===== src/hdl/msc_pkg.sv =====
// constants and types shared by both ends of the motion search sequence link
// assumes one clock at the pixel rate on both ends
// Contract
// (RQ1) latch both geometry selects on block start
// (RQ2) controller sets tall select per block height
// (RQ3) decode selects into four block sizes
// (RQ4) rectangular mode: strobe every block sequence
// (RQ5) rectangular widths vary, multiples of four
// (RQ6) square mode: strobe only with initialization
// (RQ7) square pipeline: single strobe at start
// (RQ8) controller holds reset low before initialization
// (RQ9) vector ready 38 or 46 after last
// (RQ10) latency 32n+38 or 64n+46 cycles total
// (RQ11) one latency pulse per block start
// (RQ12) latency pulse coincides with vector ready
// (RQ13) freeze halts device without losing state
// (RQ14) last block of row: right edge pattern
// (RQ15) first block of row: left edge pattern; a row of one block gets the right pattern
// (RQ16) search columns lead reference by eight
// (RQ17) 16x16: half-column selects two bands
// (RQ18) sub-window result after 46th init cycle
// (RQ19) clamp -16 component to -15
// (RQ20) latch edge limits at sequence start
// (RQ21) right edge: horizontal component not positive
// (RQ22) left edge: horizontal component not negative
// (RQ23) link inputs sampled on edge, ignored frozen
package msc_pkg;
   // ======================================
   // types
   typedef enum logic [1:0] {SIZE_8X8, SIZE_8X4N, SIZE_16X16, SIZE_16X4N} msc_size_type;
   typedef enum logic [1:0] {CTL_IDLE, CTL_RESET, CTL_RUN} msc_ctl_state_type;
   // ======================================
   // timing and geometry
   localparam int DELAY_SHORT = 38;
   localparam int DELAY_TALL = 46;
   localparam int UNIT_SHORT = 32;
   localparam int UNIT_TALL = 64;
   localparam int SQ_LEN_SHORT = 64;
   localparam int SQ_LEN_TALL = 256;
   localparam int HEIGHT_SHORT = 8;
   localparam int HEIGHT_TALL = 16;
   localparam int COLS_PER_UNIT = 4;
   localparam int HALF_COL_BIT = 3;
   localparam int SEARCH_LEAD = 8;
   localparam int CNT_W = 14;
   localparam int SLOT_W = 6;
   localparam int CLOCK_HZ = 10000000;
   // ======================================
   // vector ranges and edge patterns
   localparam logic signed [3:0] VEC_LO = 4'sh8;
   localparam logic signed [3:0] VEC_HI = 4'sh7;
   localparam logic signed [3:0] VEC_ZERO = 4'sh0;
   localparam logic signed [4:0] RAW_MIN = 5'sh10;
   localparam logic signed [4:0] RAW_CLAMP = 5'sh11;
   localparam logic [3:0] EDGE_RIGHT_ONLY = 4'h2;
   localparam logic [3:0] EDGE_LEFT_ONLY = 4'h8;
   localparam int EDGE_TOP = 0;
   localparam int EDGE_RIGHT = 1;
   localparam int EDGE_BOTTOM = 2;
   localparam int EDGE_LEFT = 3;
   // ======================================
   // controller register map (byte addresses)
   localparam logic [7:0] REG_CTRL = 8'h00;
   localparam logic [7:0] REG_EDGE = 8'h04;
   localparam logic [7:0] REG_UNITS = 8'h08;
   localparam logic [7:0] REG_ROW = 8'h0C;
   localparam logic [7:0] REG_STATUS = 8'h10;
   localparam logic [7:0] REG_CLAMP = 8'h14;
   localparam int CTRL_RUN = 0;
   localparam int CTRL_TALL = 1;
   localparam int CTRL_RECT = 2;
   localparam int CTRL_FREEZE = 3;
   localparam int CTRL_AUTO_ROW = 4;
   localparam logic [4:0] CTRL_RESET_VAL = 5'h00;
   localparam logic [7:0] UNITS_RESET_VAL = 8'h01;
   localparam logic [7:0] ROW_RESET_VAL = 8'h01;
   localparam logic [1:0] HTRANS_NONSEQ = 2'h2;

   // ======================================
   // geometry decode
   function automatic msc_size_type msc_decode(input logic tall, input logic sq_n);
      msc_size_type s;
      s = msc_size_type'({tall, sq_n}); // [RQ3]
      return s;
   endfunction : msc_decode

   function automatic logic [CNT_W-1:0] msc_unit_len(input logic tall);
      logic [CNT_W-1:0] u;
      u = tall ? CNT_W'(UNIT_TALL) : CNT_W'(UNIT_SHORT);
      return u;
   endfunction : msc_unit_len
endpackage : msc_pkg


===== src/hdl/msc_link_if.sv =====
// link between the motion search device and its system controller
// assumes both ends share sys_clk_i
`timescale 1ns/1ns
interface msc_link_if;
   logic chip_reset_n;
   logic block_start_strobe_n;
   logic tall_block_select;
   logic square_select_n;
   logic top_edge_limit;
   logic right_edge_limit;
   logic bottom_edge_limit;
   logic left_edge_limit;
   logic freeze;
   logic vector_ready_strobe_n;
   logic latency_strobe_n;
   modport device (input chip_reset_n, block_start_strobe_n, tall_block_select,
      square_select_n, top_edge_limit, right_edge_limit, bottom_edge_limit,
      left_edge_limit, freeze, output vector_ready_strobe_n, latency_strobe_n);
   modport ctrl (output chip_reset_n, block_start_strobe_n, tall_block_select,
      square_select_n, top_edge_limit, right_edge_limit, bottom_edge_limit,
      left_edge_limit, freeze, input vector_ready_strobe_n, latency_strobe_n);
endinterface : msc_link_if


===== src/hdl/msc_ctrl.sv =====
// system controller: ahb-lite registers, strobe and edge sequencing
// assumes the device end of msc_link_if shares sys_clk_i
`timescale 1ns/1ns
module msc_ctrl #(
   parameter int RESET_CYCLES = 1
) (
   input wire logic sys_clk_i,
   input wire logic rst_n_i,
   input wire logic hsel_i,
   input wire logic [7:0] haddr_i,
   input wire logic [1:0] htrans_i,
   input wire logic hwrite_i,
   input wire logic [2:0] hsize_i,
   input wire logic [31:0] hwdata_i,
   input wire logic hready_i,
   output logic [31:0] hrdata_o,
   output logic hreadyout_o,
   output logic hresp_o,
   output logic [15:0] search_col_o,
   msc_link_if.ctrl link
);
   import msc_pkg::*;

   // ======================================
   // state
   msc_ctl_state_type state, next_state;
   logic [4:0] ctrl, next_ctrl;
   logic [3:0] edge_reg, next_edge_reg;
   logic [7:0] units, next_units;
   logic [7:0] row_len, next_row_len;
   logic signed [4:0] raw_vec, next_raw_vec;
   logic [7:0] rst_cnt, next_rst_cnt;
   logic [CNT_W-1:0] seq_cnt, next_seq_cnt;
   logic [7:0] blk, next_blk;
   logic first, next_first;
   logic [7:0] vr_count, next_vr_count;
   logic [7:0] lat_count, next_lat_count;
   logic wr_pend, next_wr_pend;
   logic [7:0] wr_addr, next_wr_addr;
   logic [31:0] rdata, next_rdata;
   logic chip_rst_n, next_chip_rst_n;
   logic bs_n, next_bs_n;
   logic [3:0] edges, next_edges;
   logic [15:0] scol, next_scol;

   // ======================================
   // next state
   always_comb
   begin
      logic take;
      logic rect;
      logic signed [4:0] clamped;
      logic [CNT_W-1:0] seq_len;
      logic [15:0] width;
      take = hsel_i && hready_i && (htrans_i == HTRANS_NONSEQ);
      rect = ctrl[CTRL_RECT];
      clamped = (raw_vec == RAW_MIN) ? RAW_CLAMP : raw_vec; // [RQ19]
      width = rect ? 16'(COLS_PER_UNIT * units) :
         (ctrl[CTRL_TALL] ? 16'(HEIGHT_TALL) : 16'(HEIGHT_SHORT));
      seq_len = rect ? CNT_W'(msc_unit_len(ctrl[CTRL_TALL]) * units) :
         (ctrl[CTRL_TALL] ? CNT_W'(SQ_LEN_TALL) : CNT_W'(SQ_LEN_SHORT));
      next_state = state;
      next_ctrl = ctrl;
      next_edge_reg = edge_reg;
      next_units = units;
      next_row_len = row_len;
      next_raw_vec = raw_vec;
      next_rst_cnt = rst_cnt;
      next_seq_cnt = seq_cnt;
      next_blk = blk;
      next_first = first;
      next_vr_count = vr_count + 8'(!link.vector_ready_strobe_n);
      next_lat_count = lat_count + 8'(!link.latency_strobe_n);
      next_wr_pend = take && hwrite_i;
      next_wr_addr = haddr_i;
      next_rdata = rdata;
      next_chip_rst_n = 1'b1;
      next_bs_n = 1'b1;
      next_edges = edges;
      next_scol = scol;
      // register writes land in the data phase
      if (wr_pend)
      begin
         if (wr_addr == REG_CTRL)
            next_ctrl = hwdata_i[4:0];
         else if (wr_addr == REG_EDGE)
            next_edge_reg = hwdata_i[3:0];
         else if (wr_addr == REG_UNITS)
            next_units = hwdata_i[7:0];
         else if (wr_addr == REG_ROW)
            next_row_len = hwdata_i[7:0];
         else if (wr_addr == REG_CLAMP)
            next_raw_vec = hwdata_i[4:0];
      end
      if (take && !hwrite_i)
      begin
         if (haddr_i == REG_CTRL)
            next_rdata = {27'h0000000, ctrl};
         else if (haddr_i == REG_EDGE)
            next_rdata = {28'h0000000, edge_reg};
         else if (haddr_i == REG_UNITS)
            next_rdata = {24'h000000, units};
         else if (haddr_i == REG_ROW)
            next_rdata = {24'h000000, row_len};
         else if (haddr_i == REG_STATUS)
            next_rdata = {14'h0000, state, lat_count, vr_count};
         else if (haddr_i == REG_CLAMP)
            next_rdata = {27'h0000000, clamped};
         else
            next_rdata = 32'h00000000;
      end
      case (state)
         CTL_IDLE:
         begin
            if (ctrl[CTRL_RUN])
            begin
               next_state = CTL_RESET;
               next_rst_cnt = 8'(RESET_CYCLES);
               next_chip_rst_n = 1'b0; // [RQ8]
            end
         end
         CTL_RESET:
         begin
            next_chip_rst_n = 1'b0; // [RQ8]
            next_rst_cnt = rst_cnt - 8'h01;
            if (rst_cnt <= 8'h01)
            begin
               next_chip_rst_n = 1'b1;
               next_state = CTL_RUN;
               next_seq_cnt = '0;
               next_blk = '0;
               next_first = 1'b1;
            end
         end
         CTL_RUN:
         begin
            if (!ctrl[CTRL_RUN])
               next_state = CTL_IDLE;
            else if (!ctrl[CTRL_FREEZE])
            begin
               if (seq_cnt == '0)
               begin
                  // strobe every rectangular block, square only at init
                  next_bs_n = !(rect || first); // [RQ4] [RQ6] [RQ7]
                  next_first = 1'b0;
                  if (ctrl[CTRL_AUTO_ROW] && blk == row_len - 8'h01)
                     next_edges = EDGE_RIGHT_ONLY; // [RQ14]
                  else if (ctrl[CTRL_AUTO_ROW] && blk == 8'h00)
                     next_edges = EDGE_LEFT_ONLY; // [RQ15]
                  else
                     next_edges = edge_reg;
                  next_scol = 16'(blk * width) + 16'(SEARCH_LEAD); // [RQ16]
               end
               if (seq_cnt >= seq_len - CNT_W'(1))
               begin
                  next_seq_cnt = '0;
                  next_blk = (blk >= row_len - 8'h01) ? 8'h00 : blk + 8'h01;
               end
               else
                  next_seq_cnt = seq_cnt + CNT_W'(1);
            end
         end
         default:
            next_state = CTL_IDLE;
      endcase
   end

   // ======================================
   // registers
   always_ff @(posedge sys_clk_i or negedge rst_n_i)
   begin
      if (!rst_n_i)
      begin
         state <= CTL_IDLE;
         ctrl <= CTRL_RESET_VAL;
         edge_reg <= 4'h0;
         units <= UNITS_RESET_VAL;
         row_len <= ROW_RESET_VAL;
         raw_vec <= 5'h00;
         rst_cnt <= 8'h00;
         seq_cnt <= '0;
         blk <= 8'h00;
         first <= 1'b0;
         vr_count <= 8'h00;
         lat_count <= 8'h00;
         wr_pend <= 1'b0;
         wr_addr <= 8'h00;
         rdata <= 32'h00000000;
         chip_rst_n <= 1'b1;
         bs_n <= 1'b1;
         edges <= 4'h0;
         scol <= 16'h0000;
      end
      else
      begin
         state <= next_state;
         ctrl <= next_ctrl;
         edge_reg <= next_edge_reg;
         units <= next_units;
         row_len <= next_row_len;
         raw_vec <= next_raw_vec;
         rst_cnt <= next_rst_cnt;
         seq_cnt <= next_seq_cnt;
         blk <= next_blk;
         first <= next_first;
         vr_count <= next_vr_count;
         lat_count <= next_lat_count;
         wr_pend <= next_wr_pend;
         wr_addr <= next_wr_addr;
         rdata <= next_rdata;
         chip_rst_n <= next_chip_rst_n;
         bs_n <= next_bs_n;
         edges <= next_edges;
         scol <= next_scol;
      end
   end

   // ======================================
   // outputs
   assign hrdata_o = rdata;
   assign hreadyout_o = 1'b1;
   assign hresp_o = 1'b0;
   assign search_col_o = scol;
   assign link.chip_reset_n = chip_rst_n;
   assign link.block_start_strobe_n = bs_n;
   assign link.tall_block_select = ctrl[CTRL_TALL]; // [RQ2]
   assign link.square_select_n = ctrl[CTRL_RECT];
   assign link.freeze = ctrl[CTRL_FREEZE];
   assign link.top_edge_limit = edges[EDGE_TOP];
   assign link.right_edge_limit = edges[EDGE_RIGHT];
   assign link.bottom_edge_limit = edges[EDGE_BOTTOM];
   assign link.left_edge_limit = edges[EDGE_LEFT];
endmodule : msc_ctrl


===== src/flat_wrapper.sv =====
// flat-port wrapper written by rule: the top's interface ports become plain ports
module msc_ctrl_flat import msc_pkg::*;
#(
   parameter int RESET_CYCLES = 1
)
  (sys_clk_i, rst_n_i, hsel_i, haddr_i, htrans_i, hwrite_i, hsize_i, hwdata_i, hready_i, hrdata_o, hreadyout_o, hresp_o, search_col_o, link_chip_reset_n, link_block_start_strobe_n, link_tall_block_select, link_square_select_n, link_top_edge_limit, link_right_edge_limit, link_bottom_edge_limit, link_left_edge_limit, link_freeze, link_vector_ready_strobe_n, link_latency_strobe_n);
  msc_link_if link_i ();
  input wire logic sys_clk_i;
  input wire logic rst_n_i;
  input wire logic hsel_i;
  input wire logic [7:0] haddr_i;
  input wire logic [1:0] htrans_i;
  input wire logic hwrite_i;
  input wire logic [2:0] hsize_i;
  input wire logic [31:0] hwdata_i;
  input wire logic hready_i;
  output logic [31:0] hrdata_o;
  output logic hreadyout_o;
  output logic hresp_o;
  output logic [15:0] search_col_o;
  output wire logic [$bits(link_i.chip_reset_n)-1:0] link_chip_reset_n;
  output wire logic [$bits(link_i.block_start_strobe_n)-1:0] link_block_start_strobe_n;
  output wire logic [$bits(link_i.tall_block_select)-1:0] link_tall_block_select;
  output wire logic [$bits(link_i.square_select_n)-1:0] link_square_select_n;
  output wire logic [$bits(link_i.top_edge_limit)-1:0] link_top_edge_limit;
  output wire logic [$bits(link_i.right_edge_limit)-1:0] link_right_edge_limit;
  output wire logic [$bits(link_i.bottom_edge_limit)-1:0] link_bottom_edge_limit;
  output wire logic [$bits(link_i.left_edge_limit)-1:0] link_left_edge_limit;
  output wire logic [$bits(link_i.freeze)-1:0] link_freeze;
  input wire logic [$bits(link_i.vector_ready_strobe_n)-1:0] link_vector_ready_strobe_n;
  input wire logic [$bits(link_i.latency_strobe_n)-1:0] link_latency_strobe_n;
  assign link_chip_reset_n = link_i.chip_reset_n;
  assign link_block_start_strobe_n = link_i.block_start_strobe_n;
  assign link_tall_block_select = link_i.tall_block_select;
  assign link_square_select_n = link_i.square_select_n;
  assign link_top_edge_limit = link_i.top_edge_limit;
  assign link_right_edge_limit = link_i.right_edge_limit;
  assign link_bottom_edge_limit = link_i.bottom_edge_limit;
  assign link_left_edge_limit = link_i.left_edge_limit;
  assign link_freeze = link_i.freeze;
  assign link_i.vector_ready_strobe_n = link_vector_ready_strobe_n;
  assign link_i.latency_strobe_n = link_latency_strobe_n;
  msc_ctrl #(.RESET_CYCLES(RESET_CYCLES)) u_core (.sys_clk_i(sys_clk_i), .rst_n_i(rst_n_i), .hsel_i(hsel_i), .haddr_i(haddr_i), .htrans_i(htrans_i), .hwrite_i(hwrite_i), .hsize_i(hsize_i), .hwdata_i(hwdata_i), .hready_i(hready_i), .hrdata_o(hrdata_o), .hreadyout_o(hreadyout_o), .hresp_o(hresp_o), .search_col_o(search_col_o), .link(link_i));
endmodule

===== config.mk =====
export PLATFORM = sky130hd
export DESIGN_NAME = msc_ctrl_flat
export DESIGN_NICKNAME = d
export VERILOG_FILES = /design/src/hdl/msc_pkg.sv /design/src/hdl/msc_link_if.sv /design/src/hdl/msc_ctrl.sv /design/src/flat_wrapper.sv
export SDC_FILE = /design/constraint.sdc
export NUM_CORES = 1
export LEC_CHECK = 0
export BUFFER_PORTS_ARGS = -buffer_cell sky130_fd_sc_hd__buf_4
export CORE_MARGIN = 1
export CORE_UTILIZATION = 55
export CTS_CLUSTER_SIZE = 12
export DETAILED_ROUTE_END_ITERATION = 16
export PLACE_DENSITY = 0.73
export SKIP_LAST_GASP = 1
export SYNTH_ARGS = -nofsm -noshare
export SYNTH_HDL_FRONTEND = slang
export SYNTH_SLANG_ARGS = --single-unit

===== constraint.sdc =====
create_clock -name sys_clk_i -period 7.16 [get_ports sys_clk_i]
set_input_delay 0.358 -clock sys_clk_i [delete_from_list [all_inputs] [get_ports sys_clk_i]]
set_output_delay 0.358 -clock sys_clk_i [all_outputs]
set_load 0.03 [all_outputs]

==> results.yml <==
outcome:
  status: "finished, final reports clean"
floorplan:
  start_util_pct: 57.3
  ioPinCount: 111
  die_w_um: 129
  core_area_um2: 15400
  rows: 45
  dieArea_um2: 16600
  die_h_um: 129
placement:
  io_buffers: 65
  placed_cells: 1150
  dpl-instance-area_um2: 9430
  dp_slack_ns: 1.69
  dp_hpwl_um: 13700
  gp_congestion: 0.850
grt:
  antenna_found_initial: 0
  grt_pass1_wl_um: 32000
  grt_overflow_total: 0
  grt_use_total_pct: 24.9
  grt_pass1_vias: 6644
  grt_max_degree: 65
synthesis:
  ys_types: 66
  postSynthCellCount: 899
  ys_ff_latch: 126
  synth_fa_ha_area_share_pct: 19.6
  yosys.area_share.simple_pct: 17.7
  synth-edff-count: 0
  synth_top_cell_area_share_pct: 34.5
  syn_area_um2: 8840
  synth_mux_area_share_pct: 5.68
  synthArstFlopShare_pct: 100
  synth_ff_type: "dfrtp_1"
  synth_largest_area_cell: "dfrtp_1"
  synth_xor_area_share_pct: 4.36
  synth_compound_area_share_pct: 10.4
  synth_area_leaders: "dfrtp_1, ha_1, fa_1"
  yosysWarnings: 0
  synth_top_family_by_area: "adder cells"
  ys_seq_area_share_pct: 35.7
  synth.avg_cell_area_um2: 9.83
sta:
  slew_headroom_pct: 23.0
  period_needed_ns: 5.56
  setup_slack_ns: 1.60
  finalHoldViolations: 0
  whs_ns: 0.0246
  fin_skew_ns: 0.00885
  setup_violations: 0
  max_freq_mhz: 180
  setup_tns_ns: 0
  tightest_slew_ns: 1.15
  finalCritPeriodShare_pct: 77.7
  slew_violations: 0
  rsz0062_at_grt: "no"
clock_network:
  cts-htree-levels: 4
  cts_buffers: 17
  clockBufferDepth: 2
  insertion_delay_ns: 0.42
  cts_root_buffer: "clkbuf_16"
  clkTransAtPathRegs_ns: 0.06
  tritoncts: "done"
  ctsResizeCount: 0
  clock-sinks: 126
  postCtsSetupRepairBufs: 0
  cts_hold_buffers: 0
final_layout:
  final_nets: 1126
  layout-drive-gt1-share_pct: 16.5
  antennaDiodeCount: 0
  final_core_utilization_pct: 64.8
  final_area_um2: 10000
  area_delta_synth_final_pct: 13.1
  final_cells: 1182
  largest_reg_flops: 18
  fillers: 1291
routing:
  first_iter_violations: 337
  ant_nets: 0
  wl_per_cell_um: 16.0
  viasPerCell: 5.63
  drc: 0
  drt_wl_total_um: 18900
  vias: 6659
  first_pass_iters: 4
pwr:
  static-leakage-power_nw: 5.00
  powerDensity_nw_per_um2: 219
  p_total_mw: 2.19
  max-vdd-ir-drop_v: 0.000252
worst_setup_path:
  cp.arrival_ns: 5.93
  worstRegToRegCells: 15
  endpoint_kind: "register"
  path_max_fanout: 14
  cp-start-kind: "register"
  reg2reg_slack_ns: 1.60
  r2r_end: "u_core.seq_cnt[6]$_DFFE_PN0P_"
  path_class: "reg -> reg"
  r2r-start: "u_core.ctrl[1]$_DFFE_PN0P_"
  worstPathRequired_ns: 7.52
min_path:
  hold_class: "in -> async"
job:
  max_cap_viol_count: 0
## power breakdown
| group | leakage, nW | total (mW) | switching (mW) | internal [mW] |
|---|---|---|---|---|
| Clock | 0.268 | 0.835 | 0.314 | 0.521 |
| Combinational | 3.08 | 0.445 | 0.260 | 0.184 |
| Sequential | 1.65 | 0.912 | 0.104 | 0.808 |
| Total | 5.00 | 2.19 | 0.678 | 1.51 |
## worst max-delay path, stage by stage, from the launching register on
cell and delay [ns]:
dfrtp_1 0.66, mux2_2 0.39, ha_1 0.30, ha_1 0.32
ha_1 0.34, fa_1 0.55, or3_1 0.43, o311a_1 0.30
nor3_1 0.22, ha_1 0.29, nand4_1 0.11, o21ai_0 0.09
nor2_1 0.55, nand3_1 0.50, nor4_1 0.33, a21o_1 0.12
## synthesized netlist by cell type (3+ instances only)
library cell / n
or3_1: 6
buf_1: 4
dfstp_2: 4
nand2b_1: 16
nand3_1: 38
a211oi_1: 3
clkbuf_1: 27
o22ai_1: 5
and2_1: 9
buf_4: 18
fa_1: 37
nand4_1: 9
o2bb2ai_1: 3
nor3b_1: 4
o21ai_0: 40
a31oi_1: 9
xor2_1: 17
a31o_2: 3
xnor2_1: 27
o31ai_1: 9
nand2_1: 84
a21oi_1: 22
nor2b_1: 5
dfrtp_1: 122
o211ai_1: 3
mux2_2: 41
a22o_1: 10
nor4_1: 6
a21o_1: 7
and4_1: 3
mux2i_1: 4
inv_1: 80
ha_1: 79
or2_2: 4
nor2_1: 34
nor3_1: 21
a22oi_1: 7
or4_1: 3
nand3b_1: 4
and3_1: 38
## cells by family after synthesis
group	after synthesis
adder cells (fa/ha/maj)	116
other	2
buffers and inverters	131
flip-flops	126
XOR/XNOR	44
AND/OR/NAND/NOR	296
multiplexers	45
AO/OA/AOI/OAI	139
## per-layer routing
metal	share of wire, %	GRT usage, %
met2	48	40.8
met4	2.0	8.51
met1	45	32.4
met5	0	0
met3	5.4	6.20
## final cells by class
| cell class | count | area (um^2) | share of cell area, % |
|---|---|---|---|
| clock inverter | 9 | 110 | 1.10 |
| inverter | 80 | 300 | 3.00 |
| tap | 211 | 264 | 2.64 |
| clock buffer | 23 | 458 | 4.58 |
| timing repair buffer | 69 | 518 | 5.18 |
| multi-input combinational | 664 | 5190 | 51.9 |
| sequential | 126 | 3160 | 31.6 |
## how the worst max path moves through the flow
stage                               startpoint  cells after the start                            end  slack (ns)
global route        u_core.ctrl[1]$_DFFE_PN0P_                     14  u_core.seq_cnt[3]$_DFFE_PN0P_        1.34
global placement    u_core.ctrl[1]$_DFFE_PN0P_                     15  u_core.seq_cnt[6]$_DFFE_PN0P_        1.74
CTS                 u_core.ctrl[1]$_DFFE_PN0P_                     14  u_core.seq_cnt[8]$_DFFE_PN0P_        1.67
finish              u_core.ctrl[1]$_DFFE_PN0P_                     15  u_core.seq_cnt[6]$_DFFE_PN0P_        1.60
detailed placement  u_core.ctrl[1]$_DFFE_PN0P_                     15  u_core.seq_cnt[6]$_DFFE_PN0P_        1.69
floorplan           u_core.ctrl[1]$_DFFE_PN0P_                     17      u_core.blk[7]$_DFFE_PN0P_        1.97
## placed cells by master (no fill, tap or decap), types with 7 or more instances in the layout
cell type,Yosys,routed
xor2_1,17,17
buf_4,18,69
mux2_2,41,41
a21o_1,7,7
o31ai_1,9,9
inv_1,80,80
dfrtp_1,122,122
a22o_1,10,10
fa_1,37,37
nor3_1,21,21
nand4_1,9,9
nand2_1,84,84
nand2b_1,16,16
nor2_1,34,34
conb_1,2,24
a21oi_1,22,22
and3_1,38,38
and2_1,9,9
a22oi_1,7,7
nand3_1,38,38
a31oi_1,9,9
ha_1,79,79
o21ai_0,40,40
xnor2_1,27,27
clkbuf_16,0,17
Note: power is estimated with default switching activity, not from simulation.
